### src/shared/plcr_pkg.sv
package plcr_pkg;
  // register indices as seen by the management side (byte address = index * 4)
  localparam logic [4:0]  IDX_GOOD_CRC   = 5'h12;  // on extended page one
  localparam logic [4:0]  IDX_BEHAVIOR   = 5'h1E;  // main page
  localparam logic [4:0]  IDX_PAGE_SEL   = 5'h1F;  // always reachable
  localparam logic [4:0]  IDX_PAGED_LO   = 5'h10;  // first paged index
  // block-local registers beyond the management map
  localparam logic [7:0]  ADDR_IRQ_STAT  = 8'h80;
  localparam logic [7:0]  ADDR_IRQ_MASK  = 8'h84;
  localparam logic [7:0]  ADDR_SOFT_RST  = 8'h88;
  // page codes
  localparam logic [15:0] PAGE_MAIN      = 16'h0000;
  localparam logic [15:0] PAGE_EXT1      = 16'h0001;
  localparam logic [15:0] PAGE_EXT2      = 16'h0002;
  localparam logic [15:0] PAGE_EXT3      = 16'h0003;
  localparam logic [15:0] PAGE_EXT4      = 16'h0004;
  localparam logic [15:0] PAGE_GPIO      = 16'h0010;
  // behaviour register fields
  localparam int          BIT_PULSE_EN   = 12;
  localparam int          BIT_RATE_LO    = 10;
  localparam int          BIT_SEL_LO     = 5;
  localparam logic [15:0] BEH_WMASK      = 16'hDDE3;  // writable bits
  localparam logic [15:0] BEH_RESET      = 16'h0400;  // rate field = 01
  // counter register fields
  localparam int          BIT_SINCE_READ = 15;
  localparam logic [13:0] CRC_MODULUS_M1 = 14'h270F;  // 9,999
  // timing
  localparam int          CLK_HZ         = 125_000_000;
  localparam int          PULSE_HZ       = 5_000;
  localparam int          PULSE_CYC      = CLK_HZ / PULSE_HZ;
  localparam int          STRETCH_MS_MAX = 400;        // rate 00
  localparam int          BLINK_HALF_MS  = 200;        // 2.5 Hz half period
  localparam logic [1:0]  AXI_OKAY       = 2'b00;
  localparam logic [1:0]  AXI_SLVERR     = 2'b10;
  // bus slave states
  typedef enum logic [2:0] {
    PLCR_IDLE = 3'b001,
    PLCR_WRSP = 3'b010,
    PLCR_RRSP = 3'b100
  } plcr_bus_state_t;
endpackage

### src/design/plcr_indicator.sv
`timescale 1ns/100ps
// one indicator output: blink or pulse-stretch, then optional pulsing
module plcr_indicator #(
  parameter int STRETCH_W = 26
) (
  // clock and reset
  input  wire logic                 mclk,
  input  wire logic                 resetn,
  input  wire logic                 clk_en,
  // shared timing
  input  wire logic                 blink_phase,
  input  wire logic [STRETCH_W-1:0] stretch_cyc,
  input  wire logic                 pulse_on,
  input  wire logic                 pulsing_en,
  // per indicator
  input  wire logic                 stretch_sel,
  input  wire logic                 steady_in,
  input  wire logic                 event_in,
  output logic                      ind_out
);
  logic [STRETCH_W-1:0] hold_q;  // remaining stretch cycles
  logic                 shown;

  // each event reloads the full stretch time, so bursts keep it lit
  always_ff @(posedge mclk or negedge resetn) begin
    if (!resetn) begin
      hold_q <= '0;
    end else if (clk_en) begin
      if (event_in) begin
        hold_q <= stretch_cyc;
      end else if (hold_q != '0) begin
        hold_q <= hold_q - 1'b1;
      end
    end
  end

  // stretch shows held activity, blink gates activity with the blink phase
  always_comb begin
    if (stretch_sel) begin
      shown = steady_in | event_in | (hold_q != '0);
    end else begin
      shown = steady_in | (event_in & blink_phase);
    end
  end

  // registered output; pulsing chops an active output at the pulse rate
  always_ff @(posedge mclk or negedge resetn) begin
    if (!resetn) begin
      ind_out <= 1'b0;
    end else if (clk_en) begin
      ind_out <= shown & (~pulsing_en | pulse_on);
    end
  end
endmodule

### src/design/plcr_regs.sv
// Register access over AXI4-Lite is this design's own decision.
`timescale 1ns/100ps
module plcr_regs
  import plcr_pkg::*;
#(
  parameter int          CLK_FREQ_HZ = CLK_HZ,
  parameter int          DUTY_W      = 8,
  parameter logic [1:0]  PORT_INDEX  = 2'h0
) (
  // clock, enable and reset
  input  wire logic        mclk,
  input  wire logic        resetn,
  input  wire logic        clk_en,
  // axi4-lite write address
  input  wire logic [7:0]  s_axi_awaddr,
  input  wire logic        s_axi_awvalid,
  output logic             s_axi_awready,
  // axi4-lite write data
  input  wire logic [31:0] s_axi_wdata,
  input  wire logic [3:0]  s_axi_wstrb,
  input  wire logic        s_axi_wvalid,
  output logic             s_axi_wready,
  // axi4-lite write response
  output logic [1:0]       s_axi_bresp,
  output logic             s_axi_bvalid,
  input  wire logic        s_axi_bready,
  // axi4-lite read address
  input  wire logic [7:0]  s_axi_araddr,
  input  wire logic        s_axi_arvalid,
  output logic             s_axi_arready,
  // axi4-lite read data
  output logic [31:0]      s_axi_rdata,
  output logic [1:0]       s_axi_rresp,
  output logic             s_axi_rvalid,
  input  wire logic        s_axi_rready,
  // rate field from port zero's copy
  input  wire logic [1:0]  port_zero_rate,
  output logic [1:0]       rate_field,
  // link state and events
  input  wire logic        good_crc_pkt,
  input  wire logic        link_up,
  input  wire logic        full_duplex,
  input  wire logic [3:0]  ind_activity,
  input  wire logic        collision,
  input  wire logic [1:0]  ind_steady_23,
  input  wire logic [DUTY_W-1:0] pulse_duty,
  // indicator outputs and interrupt
  output logic [3:0]       indicator,
  output logic             irq
);
  localparam int STRETCH_W = $clog2(CLK_FREQ_HZ / 1000 * STRETCH_MS_MAX + 1);
  localparam int PULSE_C   = CLK_FREQ_HZ / PULSE_HZ;
  localparam int PULSE_W   = $clog2(PULSE_C);
  localparam int BLINK_C   = CLK_FREQ_HZ / 1000 * BLINK_HALF_MS;

  // refuse settings that the counters cannot serve; the duty field must fit
  // the pulse counter, or the duty shift goes negative and pulsing blanks
  // every indicator
  if (CLK_FREQ_HZ < 2 * PULSE_HZ || DUTY_W > PULSE_W) begin : g_bad_cfg
    $error("plcr_regs: clock too slow for indicator timing");
  end

  plcr_bus_state_t  st_q;          // bus slave state
  logic [7:0]       awaddr_q;      // latched write address
  logic             aw_have_q;     // write address held
  logic [31:0]      wdata_q;       // latched write data
  logic [3:0]       wstrb_q;
  logic             w_have_q;      // write data held
  logic [15:0]      page_q;        // page select
  logic [15:0]      beh_q;         // indicator behaviour
  logic [13:0]      crc_cnt_q;     // good packet count
  logic             since_q;       // packet since last read
  logic [1:0]       irq_stat_q;    // sticky events: 0 packet, 1 wrap
  logic [1:0]       irq_mask_q;
  logic             soft_rst_q;    // one-cycle soft reset pulse
  logic             do_write;
  logic             do_read;
  logic             rd_crc;        // read hits the counter
  logic             rd_stat;       // read hits irq status
  logic             crc_wrap;
  logic [15:0]      wr16;
  logic [15:0]      rd_val;
  logic             rd_ok;

  // decode a byte address into a management target on the current page
  // 0 none, 1 page sel, 2 behaviour, 3 good-crc, 4 other main/standard
  function automatic logic [2:0] decode(input logic [7:0] a, input logic [15:0] pg);
    logic [4:0] idx;
    idx = a[6:2];
    decode = 3'h0;
    if (a[7] || a[1:0] != 2'b00) begin
      decode = 3'h0;
    end else if (idx == IDX_PAGE_SEL) begin
      decode = 3'h1;
    end else if (pg == PAGE_GPIO) begin
      decode = 3'h0;
    end else if (idx < IDX_PAGED_LO) begin
      decode = 3'h4;
    end else if (pg == PAGE_MAIN) begin
      decode = (idx == IDX_BEHAVIOR) ? 3'h2 : 3'h4;
    end else if (pg == PAGE_EXT1) begin
      decode = (idx == IDX_GOOD_CRC) ? 3'h3 : 3'h0;
    end else begin
      decode = 3'h0;
    end
  endfunction

  assign s_axi_awready = (st_q == PLCR_IDLE) && !aw_have_q;
  assign s_axi_wready  = (st_q == PLCR_IDLE) && !w_have_q;
  assign s_axi_arready = (st_q == PLCR_IDLE) && !aw_have_q && !w_have_q;
  assign do_write      = clk_en && (st_q == PLCR_IDLE) && aw_have_q && w_have_q;
  assign do_read       = clk_en && s_axi_arready && s_axi_arvalid;
  assign wr16          = wdata_q[15:0];
  assign rd_crc        = do_read && decode(s_axi_araddr, page_q) == 3'h3;
  assign rd_stat       = do_read && s_axi_araddr == ADDR_IRQ_STAT;
  assign crc_wrap      = good_crc_pkt && crc_cnt_q == CRC_MODULUS_M1;
  assign rate_field    = beh_q[BIT_RATE_LO +: 2];

  // address and data are captured independently, in either order
  always_ff @(posedge mclk or negedge resetn) begin
    if (!resetn) begin
      awaddr_q  <= 8'h00;
      aw_have_q <= 1'b0;
      wdata_q   <= 32'h0000_0000;
      wstrb_q   <= 4'h0;
      w_have_q  <= 1'b0;
    end else if (clk_en) begin
      if (s_axi_awvalid && s_axi_awready) begin
        awaddr_q  <= s_axi_awaddr;
        aw_have_q <= 1'b1;
      end else if (do_write) begin
        aw_have_q <= 1'b0;
      end
      if (s_axi_wvalid && s_axi_wready) begin
        wdata_q  <= s_axi_wdata;
        wstrb_q  <= s_axi_wstrb;
        w_have_q <= 1'b1;
      end else if (do_write) begin
        w_have_q <= 1'b0;
      end
    end
  end

  // response state machine; a held write beats a read arriving in the same cycle, writes wait while one is open
  always_ff @(posedge mclk or negedge resetn) begin
    if (!resetn) begin
      st_q         <= PLCR_IDLE;
      s_axi_bvalid <= 1'b0;
      s_axi_bresp  <= AXI_OKAY;
      s_axi_rvalid <= 1'b0;
      s_axi_rresp  <= AXI_OKAY;
      s_axi_rdata  <= 32'h0000_0000;
    end else if (clk_en) begin
      case (st_q)
        PLCR_IDLE: begin
          if (do_write) begin
            st_q         <= PLCR_WRSP;
            s_axi_bvalid <= 1'b1;
            s_axi_bresp  <= (decode(awaddr_q, page_q) != 3'h0 || awaddr_q >= ADDR_IRQ_STAT
                             && awaddr_q <= ADDR_SOFT_RST) ? AXI_OKAY : AXI_SLVERR;
          end else if (do_read) begin
            st_q         <= PLCR_RRSP;
            s_axi_rvalid <= 1'b1;
            s_axi_rresp  <= rd_ok ? AXI_OKAY : AXI_SLVERR;
            s_axi_rdata  <= {16'h0000, rd_val};
          end
        end
        PLCR_WRSP: begin
          if (s_axi_bready) begin
            st_q         <= PLCR_IDLE;
            s_axi_bvalid <= 1'b0;
          end
        end
        PLCR_RRSP: begin
          if (s_axi_rready) begin
            st_q         <= PLCR_IDLE;
            s_axi_rvalid <= 1'b0;
          end
        end
        default: begin
          st_q <= PLCR_IDLE;
        end
      endcase
    end
  end

  // read mux; unused standard registers read as zero
  always_comb begin
    rd_val = 16'h0000;
    rd_ok  = 1'b1;
    if (s_axi_araddr == ADDR_IRQ_STAT) begin
      rd_val = {14'h0000, irq_stat_q};
    end else if (s_axi_araddr == ADDR_IRQ_MASK) begin
      rd_val = {14'h0000, irq_mask_q};
    end else if (s_axi_araddr == ADDR_SOFT_RST) begin
      rd_val = 16'h0000;
    end else begin
      case (decode(s_axi_araddr, page_q))
        3'h1:    rd_val = page_q;
        3'h2:    rd_val = beh_q;
        3'h3:    rd_val = {since_q, 1'b0, crc_cnt_q};
        3'h4:    rd_val = 16'h0000;
        default: rd_ok  = 1'b0;
      endcase
    end
  end

  // page select; soft reset returns to the main space
  always_ff @(posedge mclk or negedge resetn) begin
    if (!resetn) begin
      page_q <= PAGE_MAIN;
    end else if (clk_en) begin
      if (soft_rst_q) begin
        page_q <= PAGE_MAIN;
      end else if (do_write && decode(awaddr_q, page_q) == 3'h1 && wstrb_q[1:0] == 2'b11) begin
        page_q <= wr16;
      end
    end
  end

  // behaviour bits are sticky: only the hardware reset restores them
  always_ff @(posedge mclk or negedge resetn) begin
    if (!resetn) begin
      beh_q <= BEH_RESET;
    end else if (clk_en && do_write && decode(awaddr_q, page_q) == 3'h2) begin
      beh_q <= (beh_q & ~BEH_WMASK) | (wr16 & BEH_WMASK);
    end
  end

  // counter: a packet arriving on the clearing read is counted as the new first
  always_ff @(posedge mclk or negedge resetn) begin
    if (!resetn) begin
      crc_cnt_q <= 14'h0000;
      since_q   <= 1'b0;
    end else if (clk_en) begin
      if (good_crc_pkt) begin
        since_q <= 1'b1;
      end else if (rd_crc) begin
        since_q <= 1'b0;
      end
      if (rd_crc) begin
        crc_cnt_q <= good_crc_pkt ? 14'h0001 : 14'h0000;
      end else if (good_crc_pkt) begin
        crc_cnt_q <= crc_wrap ? 14'h0000 : crc_cnt_q + 14'h0001;
      end
    end
  end

  // interrupt status, mask and soft reset; a new event beats the read clear
  always_ff @(posedge mclk or negedge resetn) begin
    if (!resetn) begin
      irq_stat_q <= 2'b00;
      irq_mask_q <= 2'b00;
      soft_rst_q <= 1'b0;
    end else if (clk_en) begin
      irq_stat_q <= (rd_stat ? 2'b00 : irq_stat_q) | {crc_wrap, good_crc_pkt};
      soft_rst_q <= do_write && awaddr_q == ADDR_SOFT_RST && wdata_q[0];
      if (do_write && awaddr_q == ADDR_IRQ_MASK) begin
        irq_mask_q <= wdata_q[1:0];
      end
    end
  end

  assign irq = |(irq_stat_q & irq_mask_q);

  // shared timing: port zero's own field, otherwise the field fed from port zero
  logic [1:0]           rate_used;
  logic [STRETCH_W-1:0] stretch_cyc;
  logic [31:0]          blink_lim;
  logic [31:0]          blink_q;
  logic                 blink_phase_q;
  logic [PULSE_W-1:0]   pulse_q;
  assign rate_used   = (PORT_INDEX == 2'h0) ? rate_field : port_zero_rate;
  assign stretch_cyc = STRETCH_W'((CLK_FREQ_HZ / 1000 * STRETCH_MS_MAX) >> rate_used);
  assign blink_lim   = 32'(BLINK_C) >> rate_used;

  // blink phase toggles every half period; pulse counter runs at 5 kHz
  always_ff @(posedge mclk or negedge resetn) begin
    if (!resetn) begin
      blink_q       <= 32'h0000_0000;
      blink_phase_q <= 1'b0;
      pulse_q       <= '0;
    end else if (clk_en) begin
      if (blink_q + 32'h0000_0001 >= blink_lim) begin
        blink_q       <= 32'h0000_0000;
        blink_phase_q <= ~blink_phase_q;
      end else begin
        blink_q <= blink_q + 32'h0000_0001;
      end
      pulse_q <= (pulse_q == PULSE_W'(PULSE_C - 1)) ? '0 : pulse_q + 1'b1;
    end
  end

  // combine: indicator zero link/activity, indicator one duplex/collision
  logic [3:0] steady;
  logic [3:0] events;
  always_comb begin
    steady = {ind_steady_23, full_duplex, link_up};
    events = ind_activity;
    events[0] = ind_activity[0] & link_up & ~beh_q[0];
    events[1] = (ind_activity[1] | collision) & ~beh_q[1];
  end

  genvar gi;
  generate
    for (gi = 0; gi < 4; gi++) begin : g_ind
      plcr_indicator #(
        .STRETCH_W (STRETCH_W)
      ) u_ind (
        .mclk        (mclk),
        .resetn      (resetn),
        .clk_en      (clk_en),
        .blink_phase (blink_phase_q),
        .stretch_cyc (stretch_cyc),
        .pulse_on    (pulse_q < PULSE_W'(pulse_duty) << (PULSE_W - DUTY_W)),
        .pulsing_en  (beh_q[BIT_PULSE_EN]),
        .stretch_sel (beh_q[BIT_SEL_LO + gi]),
        .steady_in   (steady[gi]),
        .event_in    (events[gi]),
        .ind_out     (indicator[gi])
      );
    end
  endgenerate
endmodule

### config.mk
export PLATFORM = sky130hd
export DESIGN_NAME = plcr_regs
export DESIGN_NICKNAME = d
export VERILOG_FILES = /design/src/shared/plcr_pkg.sv /design/src/design/plcr_indicator.sv /design/src/design/plcr_regs.sv
export SDC_FILE = /design/constraint.sdc
export NUM_CORES = 1
export LEC_CHECK = 0
export BUFFER_PORTS_ARGS = -buffer_cell sky130_fd_sc_hd__buf_4
export CAP_MARGIN = 10
export CELL_PAD_IN_SITES_DETAIL_PLACEMENT = 0
export CELL_PAD_IN_SITES_GLOBAL_PLACEMENT = 1
export CORE_UTILIZATION = 50
export CTS_CLUSTER_SIZE = 40
export DETAILED_ROUTE_END_ITERATION = 10
export PLACE_DENSITY_LB_ADDON = 0.2
export SYNTH_ARGS = -nofsm -noshare
export SYNTH_HDL_FRONTEND = slang
export SYNTH_SLANG_ARGS = --single-unit
### constraint.sdc
create_clock -name mclk -period 11 [get_ports mclk]
set_clock_uncertainty 0.1 [all_clocks]
set_input_delay 2.75 -clock mclk [delete_from_list [all_inputs] [get_ports mclk]]
set_output_delay 2.75 -clock mclk [all_outputs]
set_load 0.05 [all_outputs]
==> results of run 1 <==
through the flow:
| step | cell area, sq um | hold WS [ns] | utilization, % | instances |
|---|---|---|---|---|
| 2_1_floorplan | 14560 | 0.3397 | - | 1618 |
| 3_3_place_gp | 15340 | 0.3627 | 54.45 | 2000 |
| 3_5_place_dp | 15340 | 0.3716 | 54.45 | 2000 |
| 4_1_cts | 16310 | 0.3846 | 57.92 | 2054 |
| 5_1_grt | 16310 | 0.4082 | 57.93 | 2055 |
| 6_report | 16320 | 0.3801 | 57.94 | 2056 |
power by group:
| part | internal, mW | switching [mW] | total (mW) |
|---|---|---|---|
| Combinational | 0.275 | 0.374 | 0.649 |
| Sequential | 1.10 | 0.193 | 1.30 |
| Clock | 0.569 | 0.412 | 0.981 |
| Total | 1.95 | 0.979 | 2.93 |
kinds of logic after synthesis:
logic type | count (synthesis) | synth area share [%]
adder cells (fa/ha/maj) | 32 | 2.763
AO/OA/AOI/OAI | 452 | 20.21
XOR/XNOR | 40 | 2.417
buffers and inverters | 143 | 4.576
other | 1 | 0.02588
AND/OR/NAND/NOR | 622 | 21.80
flip-flops | 254 | 43.87
multiplexers | 57 | 4.334
placed cells by master (no fill, tap or decap), types with 13 or more instances in the layout:
master and instances:
dfrtp_1 252, nor2_1 155, nand2_1 135, o21ai_0 135, a21oi_1 103, buf_4 101
nor3_1 70, nand3_1 47, mux2_2 46, inv_1 42, a22o_1 35, nor4_1 34
ha_1 32, nor2b_1 30, or3_1 29, clkbuf_16 29, xnor2_1 27, a31oi_1 27
a21o_1 21, o31ai_1 19, or4_1 18, conb_1 18, and3_1 16, nand4_1 15
xor2_1 13, a22oi_1 13
how the worst max path moves through the flow:
stage                             endpoint  slack, ns  cells past startpoint                 from
floorplan                    s_axi_arready       4.80                      3  st_q[0]$_DFFE_PN1P_
global placement     page_q[3]$_DFFE_PN0P_       4.85                      8               clk_en
detailed placement   page_q[2]$_DFFE_PN0P_       4.79                      8               clk_en
CTS                  page_q[2]$_DFFE_PN0P_       5.38                      8               clk_en
global route        page_q[13]$_DFFE_PN0P_       4.99                      8               clk_en
finish               page_q[3]$_DFFE_PN0P_       5.30                      8               clk_en
cell type report:
type                    instances  area [sq um]  share of cell area (%)
diodes                          2         5.005                 0.03067
well taps                     378         473.0                   2.899
repair buffers                103         793.3                   4.862
inverters                      44         165.2                   1.012
clock buffers                  37         805.8                   4.938
flip-flops and latches        254          6359                   38.97
multi-input cells            1221          7546                   46.25
clock inverters                17         170.2                   1.043
synthesized netlist by cell type, drive strengths merged (5+ instances only):
library cell | n | area [sq um]
dfrtp | 252 | 6306
nor2 | 159 | 604.3
o21ai | 140 | 704.4
nand2 | 135 | 506.7
a21oi | 103 | 515.5
nor3 | 73 | 386.6
clkbuf | 57 | 214.0
nand3 | 48 | 245.2
mux2 | 46 | 518.0
buf | 42 | 284.0
inv | 42 | 157.7
a22o | 35 | 306.5
nor4 | 35 | 225.2
ha | 32 | 400.4
nor2b | 30 | 187.7
or3 | 29 | 181.4
a31oi | 27 | 168.9
xnor2 | 27 | 236.5
a21o | 21 | 157.7
o31ai | 20 | 155.1
or4 | 18 | 135.1
and3 | 16 | 100.1
nand4 | 16 | 106.4
a31o | 14 | 122.6
a22oi | 13 | 97.59
xor2 | 13 | 113.9
o22a | 12 | 105.1
mux2i | 11 | 110.1
or2 | 10 | 62.56
nor3b | 9 | 67.56
nor4b | 9 | 78.83
o2bb2ai | 9 | 78.83
and2 | 8 | 50.05
nand2b | 8 | 50.05
o22ai | 7 | 43.79
a41oi | 5 | 43.79
o21a | 5 | 37.54
o41ai | 5 | 51.30
sequential cells by signal (all words and copies together) (netlist names):
| signal | count |
|---|---|
| g_ind.u_ind.hold_q | 104 |
| blink_q | 32 |
| page_q | 16 |
| s_axi_rdata | 16 |
| wdata_q | 16 |
| pulse_q | 15 |
| crc_cnt_q | 14 |
| beh_q | 11 |
| awaddr_q | 8 |
| g_ind.u_ind.ind_out | 4 |
| st_q | 3 |
| irq_mask_q | 2 |
| irq_stat_q | 2 |
| wstrb_q | 2 |
| aw_have_q | 1 |
| blink_phase_q | 1 |
| s_axi_bresp | 1 |
| s_axi_bvalid | 1 |
| s_axi_rresp | 1 |
| s_axi_rvalid | 1 |
| since_q | 1 |
| soft_rst_q | 1 |
| w_have_q | 1 |
metal layers:
layer	vias to the layer above	track usage [%]	wire length (um)
li1	5976	-	-
met1	6062	36.88	17660
met2	285	40.50	16980
met3	61	2.861	1597
met4	0	7.003	899
met5	-	0	0
==> flow_metrics.env, run 1 <==
export IMPL_path_max_fanout=26
export IMPL_outcome="complete, no violations"
export IMPL_vdd_drop_max_mv=0.1233
export IMPL_ys_seq_area_share_pct=43.87
export IMPL_setup_ws_ns=5.295
export IMPL_pre_cts_ws_ns=4.788
export IMPL_grt_max_degree=144
export IMPL_antenna_found_initial=2
export IMPL_synth_enable_flop_cells=0
export IMPL_die_area_sq_um=29670
export IMPL_fin_crit_ns=5.705
export IMPL_syn_area_sq_um=14490
export IMPL_arrival_ns=6.10
export IMPL_ctsHoldBuffers=0
export IMPL_layout_drive_gt1_share_pct=14.62
export IMPL_clock_fmax_mhz=175.3
export IMPL_hp_class="flip-flop to flip-flop"
export IMPL_vias_per_cell=6.023
export IMPL_ctsResizeCount=0
export IMPL_ant_nets=0
export IMPL_rsz0062_at_grt="no"
export IMPL_crit_chain="buf_4 > inv_1 > buf_4 > nor4b_1 > nand3_1 > a2111oi_0 > nor2b_1 > a22o_1"
export IMPL_finalWirelength_um=37140
export IMPL_die_h_um=172.3
export IMPL_p_per_area_nw_per_um2=179.4
export IMPL_worstHoldStart="s_axi_rdata[14]$_DFFE_PN0P_"
export IMPL_async_reset_ff_share_pct=100.0
export IMPL_reg2reg_from="blink_q[8]$_DFFE_PN0P_"
export IMPL_synth_avg_cell_area_sq_um=9.052
export IMPL_slew_headroom_pct=23.16
export IMPL_path_class="primary input to flip-flop"
export IMPL_dp_hpwl_um=24960
export IMPL_leakage_nw=7.104
export IMPL_nFillCells=2501
export IMPL_drt_iter0_drc=964
export IMPL_reg2reg_to="blink_q[16]$_DFFE_PN0P_"
export IMPL_vias=12384
export IMPL_yosysWarningCount=0
export IMPL_cpMostUsedCell="buf_4"
export IMPL_synth_cell_types=85
export IMPL_crit_buf_inv=3
export IMPL_gr_total_overflow=0
export IMPL_clkLatencyLatePin_ns=0.56
export IMPL_hold_violations=0
export IMPL_finalSetupTns_ns=0
export IMPL_dr_pass1_iters=6
export IMPL_grt_pass1_vias=11464
export IMPL_setup_violations_final=0
export IMPL_rows=61
export IMPL_post_route_drc_count=0
export IMPL_start_kind="primary input"
export IMPL_grt_pass1_wl_um=60620
export IMPL_critPathMaxStageDelay_ns=0.97
export IMPL_r2r_cells=13
export IMPL_die_x_um=172.3
export IMPL_drt_wirelength_per_cell_um=18.06
export IMPL_cts_tree="yes"
export IMPL_r2r_slack_ns=5.74
export IMPL_clockBufferDepth=3
export IMPL_cts_setup_buffers=0
export IMPL_required_ns=11.39
export IMPL_synth_seq_cells=254
export IMPL_initial_utilization_pct=51.46
export IMPL_cts_root_buf="clkbuf_16"
export IMPL_cts_htree_levels=1
export IMPL_tightest_slew_ns=1.150
export IMPL_cap_violations=0
export IMPL_grt_usage_pct=25.53
export IMPL_worstHoldPathCells=1
export IMPL_p_total_mw=2.927
export IMPL_endpoint_kind="flip-flop"
export IMPL_slew_violations=0
export IMPL_period_share_pct=51.86
export IMPL_synth_cells=1601
export IMPL_portBuffers=89
export IMPL_layout_nets=1765
export IMPL_synth_flop_cell="dfrtp_1"
export IMPL_io_pins=128
export IMPL_crit_family="simple AND/OR/NAND/NOR gates"
export IMPL_core_area_sq_um=28160
export IMPL_hold_path_end="s_axi_rdata[14]$_DFFE_PN0P_"
export IMPL_synthToLayoutAreaGrowth_pct=12.59
export IMPL_gp_congestion=0.8552
export IMPL_cts_sinks=254
export IMPL_path_clk_slew_ns=0.07
export IMPL_cts_made_buffers=29
export IMPL_critical_path_slowest_cell="nor2b_1"
No activity file was read; power rests on OpenSTA's default activity.
==> run 2, diff against run 1 <==
--- a/config.mk
+++ b/config.mk
@@ -5,11 +5,12 @@
 export SDC_FILE = /design/constraint.sdc
 export NUM_CORES = 1
 export LEC_CHECK = 0
+export ABC_AREA = 1
 export BUFFER_PORTS_ARGS = -buffer_cell sky130_fd_sc_hd__buf_4
 export CAP_MARGIN = 10
 export CELL_PAD_IN_SITES_DETAIL_PLACEMENT = 0
 export CELL_PAD_IN_SITES_GLOBAL_PLACEMENT = 1
-export CORE_UTILIZATION = 50
+export CORE_UTILIZATION = 40
 export CTS_CLUSTER_SIZE = 40
 export DETAILED_ROUTE_END_ITERATION = 10
 export PLACE_DENSITY_LB_ADDON = 0.2
==> constraint.sdc (replaced) <==
create_clock -name mclk -period 4.79 [get_ports mclk]
set_clock_uncertainty 0.1 [all_clocks]
set_input_delay 1.1975 -clock mclk [delete_from_list [all_inputs] [get_ports mclk]]
set_output_delay 1.1975 -clock mclk [all_outputs]
set_load 0.05 [all_outputs]
==> run 2 against run 1 <==
Global-route usage fell by 3.2 points. Worst setup slack got worse by 4.1 ns. Utilization shrank 12 points. Sequential share of layout area fell by 2.7 points. Largest cell class unchanged. Highest routed layer unchanged.
==> flow_metrics.env, run 2 <==
export IMPL_outcome="complete, no violations"
export IMPL_cts_htree_levels=1
export IMPL_crit_end="blink_q[0]$_DFFE_PN0P_"
export IMPL_grt_usage_pct=22.33
export IMPL_grt_max_degree=135
export IMPL_cts_made_buffers=31
export IMPL_clock_fmax_mhz=275.7
export IMPL_vias_per_cell=5.066
export IMPL_path_class="flip-flop to flip-flop"
export IMPL_grt_pass1_vias=13116
export IMPL_drt_wirelength_per_cell_um=15.71
export IMPL_antenna_found_initial=0
export IMPL_start_kind="flip-flop"
export IMPL_clkLatencyLatePin_ns=0.59
export IMPL_mostFrequentLayoutCell="nand2_1"
export IMPL_synth_seq_cells=254
export IMPL_synth_cells=2084
export IMPL_layout_drive_gt1_share_pct=10.32
export IMPL_leakage_nw=8.355
export IMPL_vdd_drop_max_mv=0.2766
export IMPL_tightest_slew_ns=0.9347
export IMPL_vias=13679
export IMPL_cts_sinks=254
export IMPL_path_clk_slew_ns=0.06
export IMPL_die_h_um=197.9
export IMPL_reg2reg_from="blink_q[0]$_DFFE_PN0P_"
export IMPL_slew_headroom_pct=37.50
export IMPL_synth_cell_types=59
export IMPL_synth_flop_cell="dfrtp_1"
export IMPL_slew_violations=0
export IMPL_synthTopCellsByArea="dfrtp_1, nand2_1, inv_1"
export IMPL_die_area_sq_um=39170
export IMPL_p_per_area_nw_per_um2=404.0
export IMPL_setup_violations_final=0
export IMPL_ys_seq_area_share_pct=41.41
export IMPL_required_ns=5.18
export IMPL_fin_cells=2700
export IMPL_layout_nets=2277
export IMPL_yosysMostFrequentCell="nand2_1"
export IMPL_gr_total_overflow=0
export IMPL_top_register="g_ind.u_ind.hold_q"
export IMPL_ant_nets=0
export IMPL_endpoint_kind="flip-flop"
export IMPL_drt_iter0_drc=729
export IMPL_yosysTopAreaCell="dfrtp_1"
export IMPL_finalSetupTns_ns=0
export IMPL_dr_pass1_iters=5
export IMPL_initial_utilization_pct=40.67
export IMPL_fin_crit_ns=3.628
export IMPL_gp_congestion=0.8272
export IMPL_cts_root_buf="clkbuf_16"
export IMPL_largest_register_ffs=104
export IMPL_nFillCells=3908
export IMPL_post_route_drc_count=0
export IMPL_synth_enable_flop_cells=0
export IMPL_cts_setup_buffers=0
export IMPL_clockBufferDepth=3
export IMPL_ctsResizeCount=0
export IMPL_yosysWarningCount=0
export IMPL_cap_violations=0
export IMPL_arrival_ns=4.01
export IMPL_ctsHoldBuffers=0
export IMPL_yosys_top_cells_count="nand2_1, inv_1, nor2_1, dfrtp_1, o21ai_0"
export IMPL_synthToLayoutAreaGrowth_pct=14.08
export IMPL_core_area_sq_um=37760
export IMPL_syn_area_sq_um=15350
export IMPL_top_regs="g_ind.u_ind.hold_q (104), blink_q (32)"
export IMPL_num_antenna_cells=0
export IMPL_hp_class="flip-flop to flip-flop"
export IMPL_io_pins=128
export IMPL_synth_avg_cell_area_sq_um=7.368
export IMPL_hold_violations=0
export IMPL_reg2reg_to="blink_q[0]$_DFFE_PN0P_"
export IMPL_dp_hpwl_um=30360
export IMPL_numPlacedInstances=2643
export IMPL_grt_pass1_wl_um=69750
export IMPL_die_x_um=197.9
export IMPL_rsz0062_at_grt="no"
export IMPL_finalWirelength_um=42410
export IMPL_period_share_pct=75.74
export IMPL_portBuffers=89
export IMPL_synth_top_area_share_pct=41.07
export IMPL_path_max_fanout=27
export IMPL_r2r_slack_ns=1.16
export IMPL_r2r_cells=18
export IMPL_mostFrequentLayoutCells="nand2_1, inv_1, nor2_1"
export IMPL_crit_start="blink_q[0]$_DFFE_PN0P_"
export IMPL_rows=71
export IMPL_async_reset_ff_share_pct=100.0
export IMPL_worstHoldPathCells=2
export IMPL_cts_tree="yes"
==> run 2: routing by layer <==
layer / global-route usage (%) / vias up / part of all wire (%)
met3: 3.066 / 52 / 3.8
met4: 5.197 / 0 / 2.1
met2: 34.34 / 233 / 44
met1: 33.02 / 6493 / 50
li1: - / 6901 / -
met5: 0 / - / 0
==> run 2: through the flow <==
stage	instance area (sq um)	hold WS [ns]	power, mW	worst slack [ns]	utilization (%)
floorplan	15420	0.3417	4.131	1.455	-
global placement	16450	0.3610	4.611	0.9803	43.57
detailed placement	16450	0.3595	4.652	0.9241	43.57
CTS	17520	0.3747	7.160	1.130	46.40
global route	17520	0.3959	7.539	0.7059	46.40
finish	17520	0.3696	7.076	1.162	46.40
==> run 2: critical path, cell delays in order, from the launching register on <==
cell      delay (ns)
dfrtp_1         0.40
ha_1            0.25
nand2_1         0.17
nor2_4          0.17
nand3_2         0.12
nor2_1          0.12
nand2_1         0.11
nor2_1          0.13
nand2_1         0.08
xor2_1          0.14
inv_1           0.09
ha_1            0.28
nand2_1         0.08
nor2_1          0.05
a211oi_1        0.19
nand2_1         0.13
a21oi_2         0.20
nand3_4         0.39
o21ai_0         0.33
==> run 2: worst min-delay path by stage <==
| stage | endpoint | slack, ns | from |
|---|---|---|---|
| 6_report | page_q[12]$_DFFE_PN0P_ | 0.37 | page_q[12]$_DFFE_PN0P_ |
| 5_1_grt | page_q[12]$_DFFE_PN0P_ | 0.40 | page_q[12]$_DFFE_PN0P_ |
| 3_3_place_gp | page_q[12]$_DFFE_PN0P_ | 0.36 | page_q[12]$_DFFE_PN0P_ |
| 3_5_place_dp | page_q[15]$_DFFE_PN0P_ | 0.36 | page_q[15]$_DFFE_PN0P_ |
| 2_1_floorplan | blink_phase_q$_DFFE_PN0P_ | 0.34 | blink_phase_q$_DFFE_PN0P_ |
| 4_1_cts | page_q[15]$_DFFE_PN0P_ | 0.37 | page_q[15]$_DFFE_PN0P_ |
==> run 2: cells by family (layout without fill, tap and decap cells) <==
kind of cell             after synthesis  after routing  synth area share [%]
XOR/XNOR                              65             65                 3.708
adder cells (fa/ha/maj)               32             32                 2.608
buffers and inverters                357            445                 9.681
AO/OA/AOI/OAI                        346            346                 13.46
AND/OR/NAND/NOR                     1023           1023                 28.67
flip-flops                           254            254                 41.41
other                                  1             18               0.02442
multiplexers                           6              6                0.4400
==> run 2: layout make-up <==
| cell class | count | area, sq um | share of cell area (%) |
|---|---|---|---|
| multi-input combinational | 1490 | 7574 | 43.24 |
| tap | 511 | 639.4 | 3.650 |
| clock inverter | 8 | 133.9 | 0.7643 |
| clock buffer | 49 | 933.4 | 5.329 |
| timing repair buffer | 107 | 823.3 | 4.700 |
| inverter | 281 | 1055 | 6.021 |
| sequential | 254 | 6359 | 36.30 |
==> run 2: where the power goes <==
group / leakage [nW] / total [mW] / switching (mW) / internal [mW]
combinational: 4.70 / 1.72 / 1.13 / 0.590
clock: 0.525 / 2.46 / 0.966 / 1.49
sequential: 3.13 / 2.90 / 0.350 / 2.55
total: 8.35 / 7.08 / 2.45 / 4.63
==> run 3, diff against run 2 <==
--- a/config.mk
+++ b/config.mk
@@ -10,7 +10,7 @@
 export CAP_MARGIN = 10
 export CELL_PAD_IN_SITES_DETAIL_PLACEMENT = 0
 export CELL_PAD_IN_SITES_GLOBAL_PLACEMENT = 1
-export CORE_UTILIZATION = 40
+export CORE_UTILIZATION = 45
 export CTS_CLUSTER_SIZE = 40
 export DETAILED_ROUTE_END_ITERATION = 10
 export PLACE_DENSITY_LB_ADDON = 0.2
==> constraint.sdc (replaced) <==
create_clock -name mclk -period 3.6 [get_ports mclk]
set_clock_uncertainty 0.1 [all_clocks]
set_input_delay 0.9 -clock mclk [delete_from_list [all_inputs] [get_ports mclk]]
set_output_delay 0.9 -clock mclk [all_outputs]
set_load 0.05 [all_outputs]
==> run 3 against run 2 <==
Critical path depth up 3. Die area decreased by 11%. Cell count fell by 2.0%. Sequential share of layout area decreased by 0.14 points. Combinational power is 34% higher. Clock power up 34%. Hold slack got worse by 0.22 ns. Flip-flop and latch count did not move. Utilization increased by 6.0 points. Total power rose by 34%. Fmax grew 10%. Largest power group unchanged.
==> flow_metrics.env, run 3 (synthesized netlist as in run 2, its figures left out) <==
export IMPL_mostFrequentLayoutCell="nand2_1"
export IMPL_fin_cells=2647
export IMPL_vias=13804
export IMPL_outcome="complete, no violations"
export IMPL_layout_nets=2290
export IMPL_path_clk_slew_ns=0.06
export IMPL_core_area_sq_um=33530
export IMPL_r2r_slack_ns=0.31
export IMPL_leakage_nw=8.434
export IMPL_mostFrequentLayoutCells="nand2_1, inv_1, nor2_1"
export IMPL_grt_pass1_wl_um=68680
export IMPL_initial_utilization_pct=45.79
export IMPL_gp_congestion=0.8877
export IMPL_clock_fmax_mhz=303.6
export IMPL_die_x_um=186.7
export IMPL_die_h_um=186.7
export IMPL_endpoint_kind="flip-flop"
export IMPL_grt_usage_pct=24.02
export IMPL_p_per_area_nw_per_um2=537.8
export IMPL_path_class="flip-flop to flip-flop"
export IMPL_portBuffers=89
export IMPL_hp_class="primary input to async pin"
export IMPL_numPlacedInstances=2591
export IMPL_gr_total_overflow=0
export IMPL_dr_pass1_iters=5
export IMPL_dp_hpwl_um=29980
export IMPL_slew_headroom_pct=42.19
export IMPL_tightest_slew_ns=0.8618
export IMPL_num_antenna_cells=0
export IMPL_period_share_pct=91.49
export IMPL_holdWs_ns=0.1456
export IMPL_required_ns=3.95
export IMPL_fin_crit_ns=3.294
export IMPL_setup_violations_final=0
export IMPL_clockBufferDepth=3
export IMPL_r2r_cells=21
export IMPL_crit_family="simple AND/OR/NAND/NOR gates"
export IMPL_utilization_pct=52.44
export IMPL_layout_drive_gt1_share_pct=11.14
export IMPL_cap_violations=0
export IMPL_vias_per_cell=5.215
export IMPL_multi_input_area_sq_um=7589
export IMPL_nFillCells=3307
export IMPL_post_route_drc_count=0
export IMPL_top_register="g_ind.u_ind.hold_q"
export IMPL_cts_made_buffers=31
export IMPL_reg2reg_to="blink_phase_q$_DFFE_PN0P_"
export IMPL_largest_register_ffs=104
export IMPL_antenna_found_initial=0
export IMPL_ctsHoldBuffers=0
export IMPL_cts_root_buf="clkbuf_16"
export IMPL_ant_nets=0
export IMPL_drt_wirelength_per_cell_um=15.66
export IMPL_critical_path_slowest_cell="dfrtp_1"
export IMPL_finalSetupTns_ns=0
export IMPL_crit_chain="ha_2 > nand2_2 > nor2_4 > nand3_2 > nor2_1 > nand2_1 > nor2_1 > nand2_1 > xor2_1 > inv_1 > ha_1 > nand2_1 > nor2_1 > nand3_1 > nor3_2 > nand3_1 > nand3_4 > buf_12 > nand2_1 > nand2_1 > nand2_1"
export IMPL_io_pins=128
export IMPL_rows=67
export IMPL_top_regs="g_ind.u_ind.hold_q (104), blink_q (32)"
export IMPL_path_max_fanout=19
export IMPL_vdd_drop_max_mv=0.4338
export IMPL_hold_violations=0
export IMPL_cpMostUsedCell="nand2_1"
export IMPL_reg2reg_from="blink_q[0]$_DFFE_PN0P_"
export IMPL_cts_sinks=254
export IMPL_cts_tree="yes"
export IMPL_finalWirelength_um=41450
export IMPL_seqCellArea_sq_um=6359
export IMPL_slew_violations=0
export IMPL_clkLatencyLatePin_ns=0.57
export IMPL_die_area_sq_um=34860
export IMPL_grt_max_degree=75
export IMPL_arrival_ns=3.64
export IMPL_drt_iter0_drc=862
export IMPL_grt_pass1_vias=13253
export IMPL_start_kind="flip-flop"
export IMPL_synthToLayoutAreaGrowth_pct=14.51
export IMPL_critPathMaxStageDelay_ns=0.40
export IMPL_cts_htree_levels=1
export IMPL_crit_buf_inv=2
run 3: what timing repair did:
| action | 4_1_cts | 5_1_grt |
|---|---|---|
| endpoints found under the setup margin | 0 | 26 |
| gates resized for setup | 0 | 4 |
| buffers inserted | 0 | 2 |
run 3: power breakdown:
part	internal [mW]	switching [mW]
combinational	0.797	1.51
sequential	3.39	0.468
clock	2.02	1.27
total	6.21	3.25
run 3: metal layers:
metal	routed length [um]	track usage, %
met4	956	5.895
met5	0	0
met1	20220	35.19
met2	18130	37.06
met3	2142	3.743
run 3: final cells by class:
cell class	count	share of cell area, %
multi-input combinational	1490	43.16
sequential	254	36.16
inverter	281	5.999
timing repair buffer	120	5.451
clock buffer	40	4.889
tap	448	3.188
clock inverter	14	1.153
run 3: worst max path at each step:
stage | slack [ns] | endpoint | cells past startpoint | start
CTS | 0.17 | blink_phase_q$_DFFE_PN0P_ | 21 | blink_q[0]$_DFFE_PN0P_
detailed placement | 0.20 | blink_phase_q$_DFFE_PN0P_ | 21 | blink_q[0]$_DFFE_PN0P_
finish | 0.31 | blink_phase_q$_DFFE_PN0P_ | 21 | blink_q[0]$_DFFE_PN0P_
global route | -0.005 | blink_phase_q$_DFFE_PN0P_ | 21 | blink_q[0]$_DFFE_PN0P_
floorplan | 0.26 | crc_cnt_q[2]$_DFFE_PN0P_ | 9 | st_q[0]$_DFFE_PN1P_
global placement | 0.23 | blink_phase_q$_DFFE_PN0P_ | 21 | blink_q[0]$_DFFE_PN0P_
run 3: worst reg2reg max path, cell delays in order, from the launching register on:
cell and delay, ns:
dfrtp_1 0.40, ha_2 0.24, nand2_2 0.10, nor2_4 0.15
nand3_2 0.14, nor2_1 0.11, nand2_1 0.12, nor2_1 0.15
nand2_1 0.08, xor2_1 0.13, inv_1 0.08, ha_1 0.27
nand2_1 0.06, nor2_1 0.11, nand3_1 0.12, nor3_2 0.17
nand3_1 0.15, nand3_4 0.12, buf_12 0.18, nand2_1 0.08
nand2_1 0.07, nand2_1 0.04
run 3: stage by stage:
stage          power [mW]  area (sq um)  setup slack (ns)
3_5_place_dp        6.187         16490            0.1953
2_1_floorplan       5.496         15420            0.2649
5_1_grt             10.01         17580         -0.004915
6_report            9.455         17580            0.3062
4_1_cts             9.507         17550            0.1667
3_3_place_gp        6.122         16490            0.2345
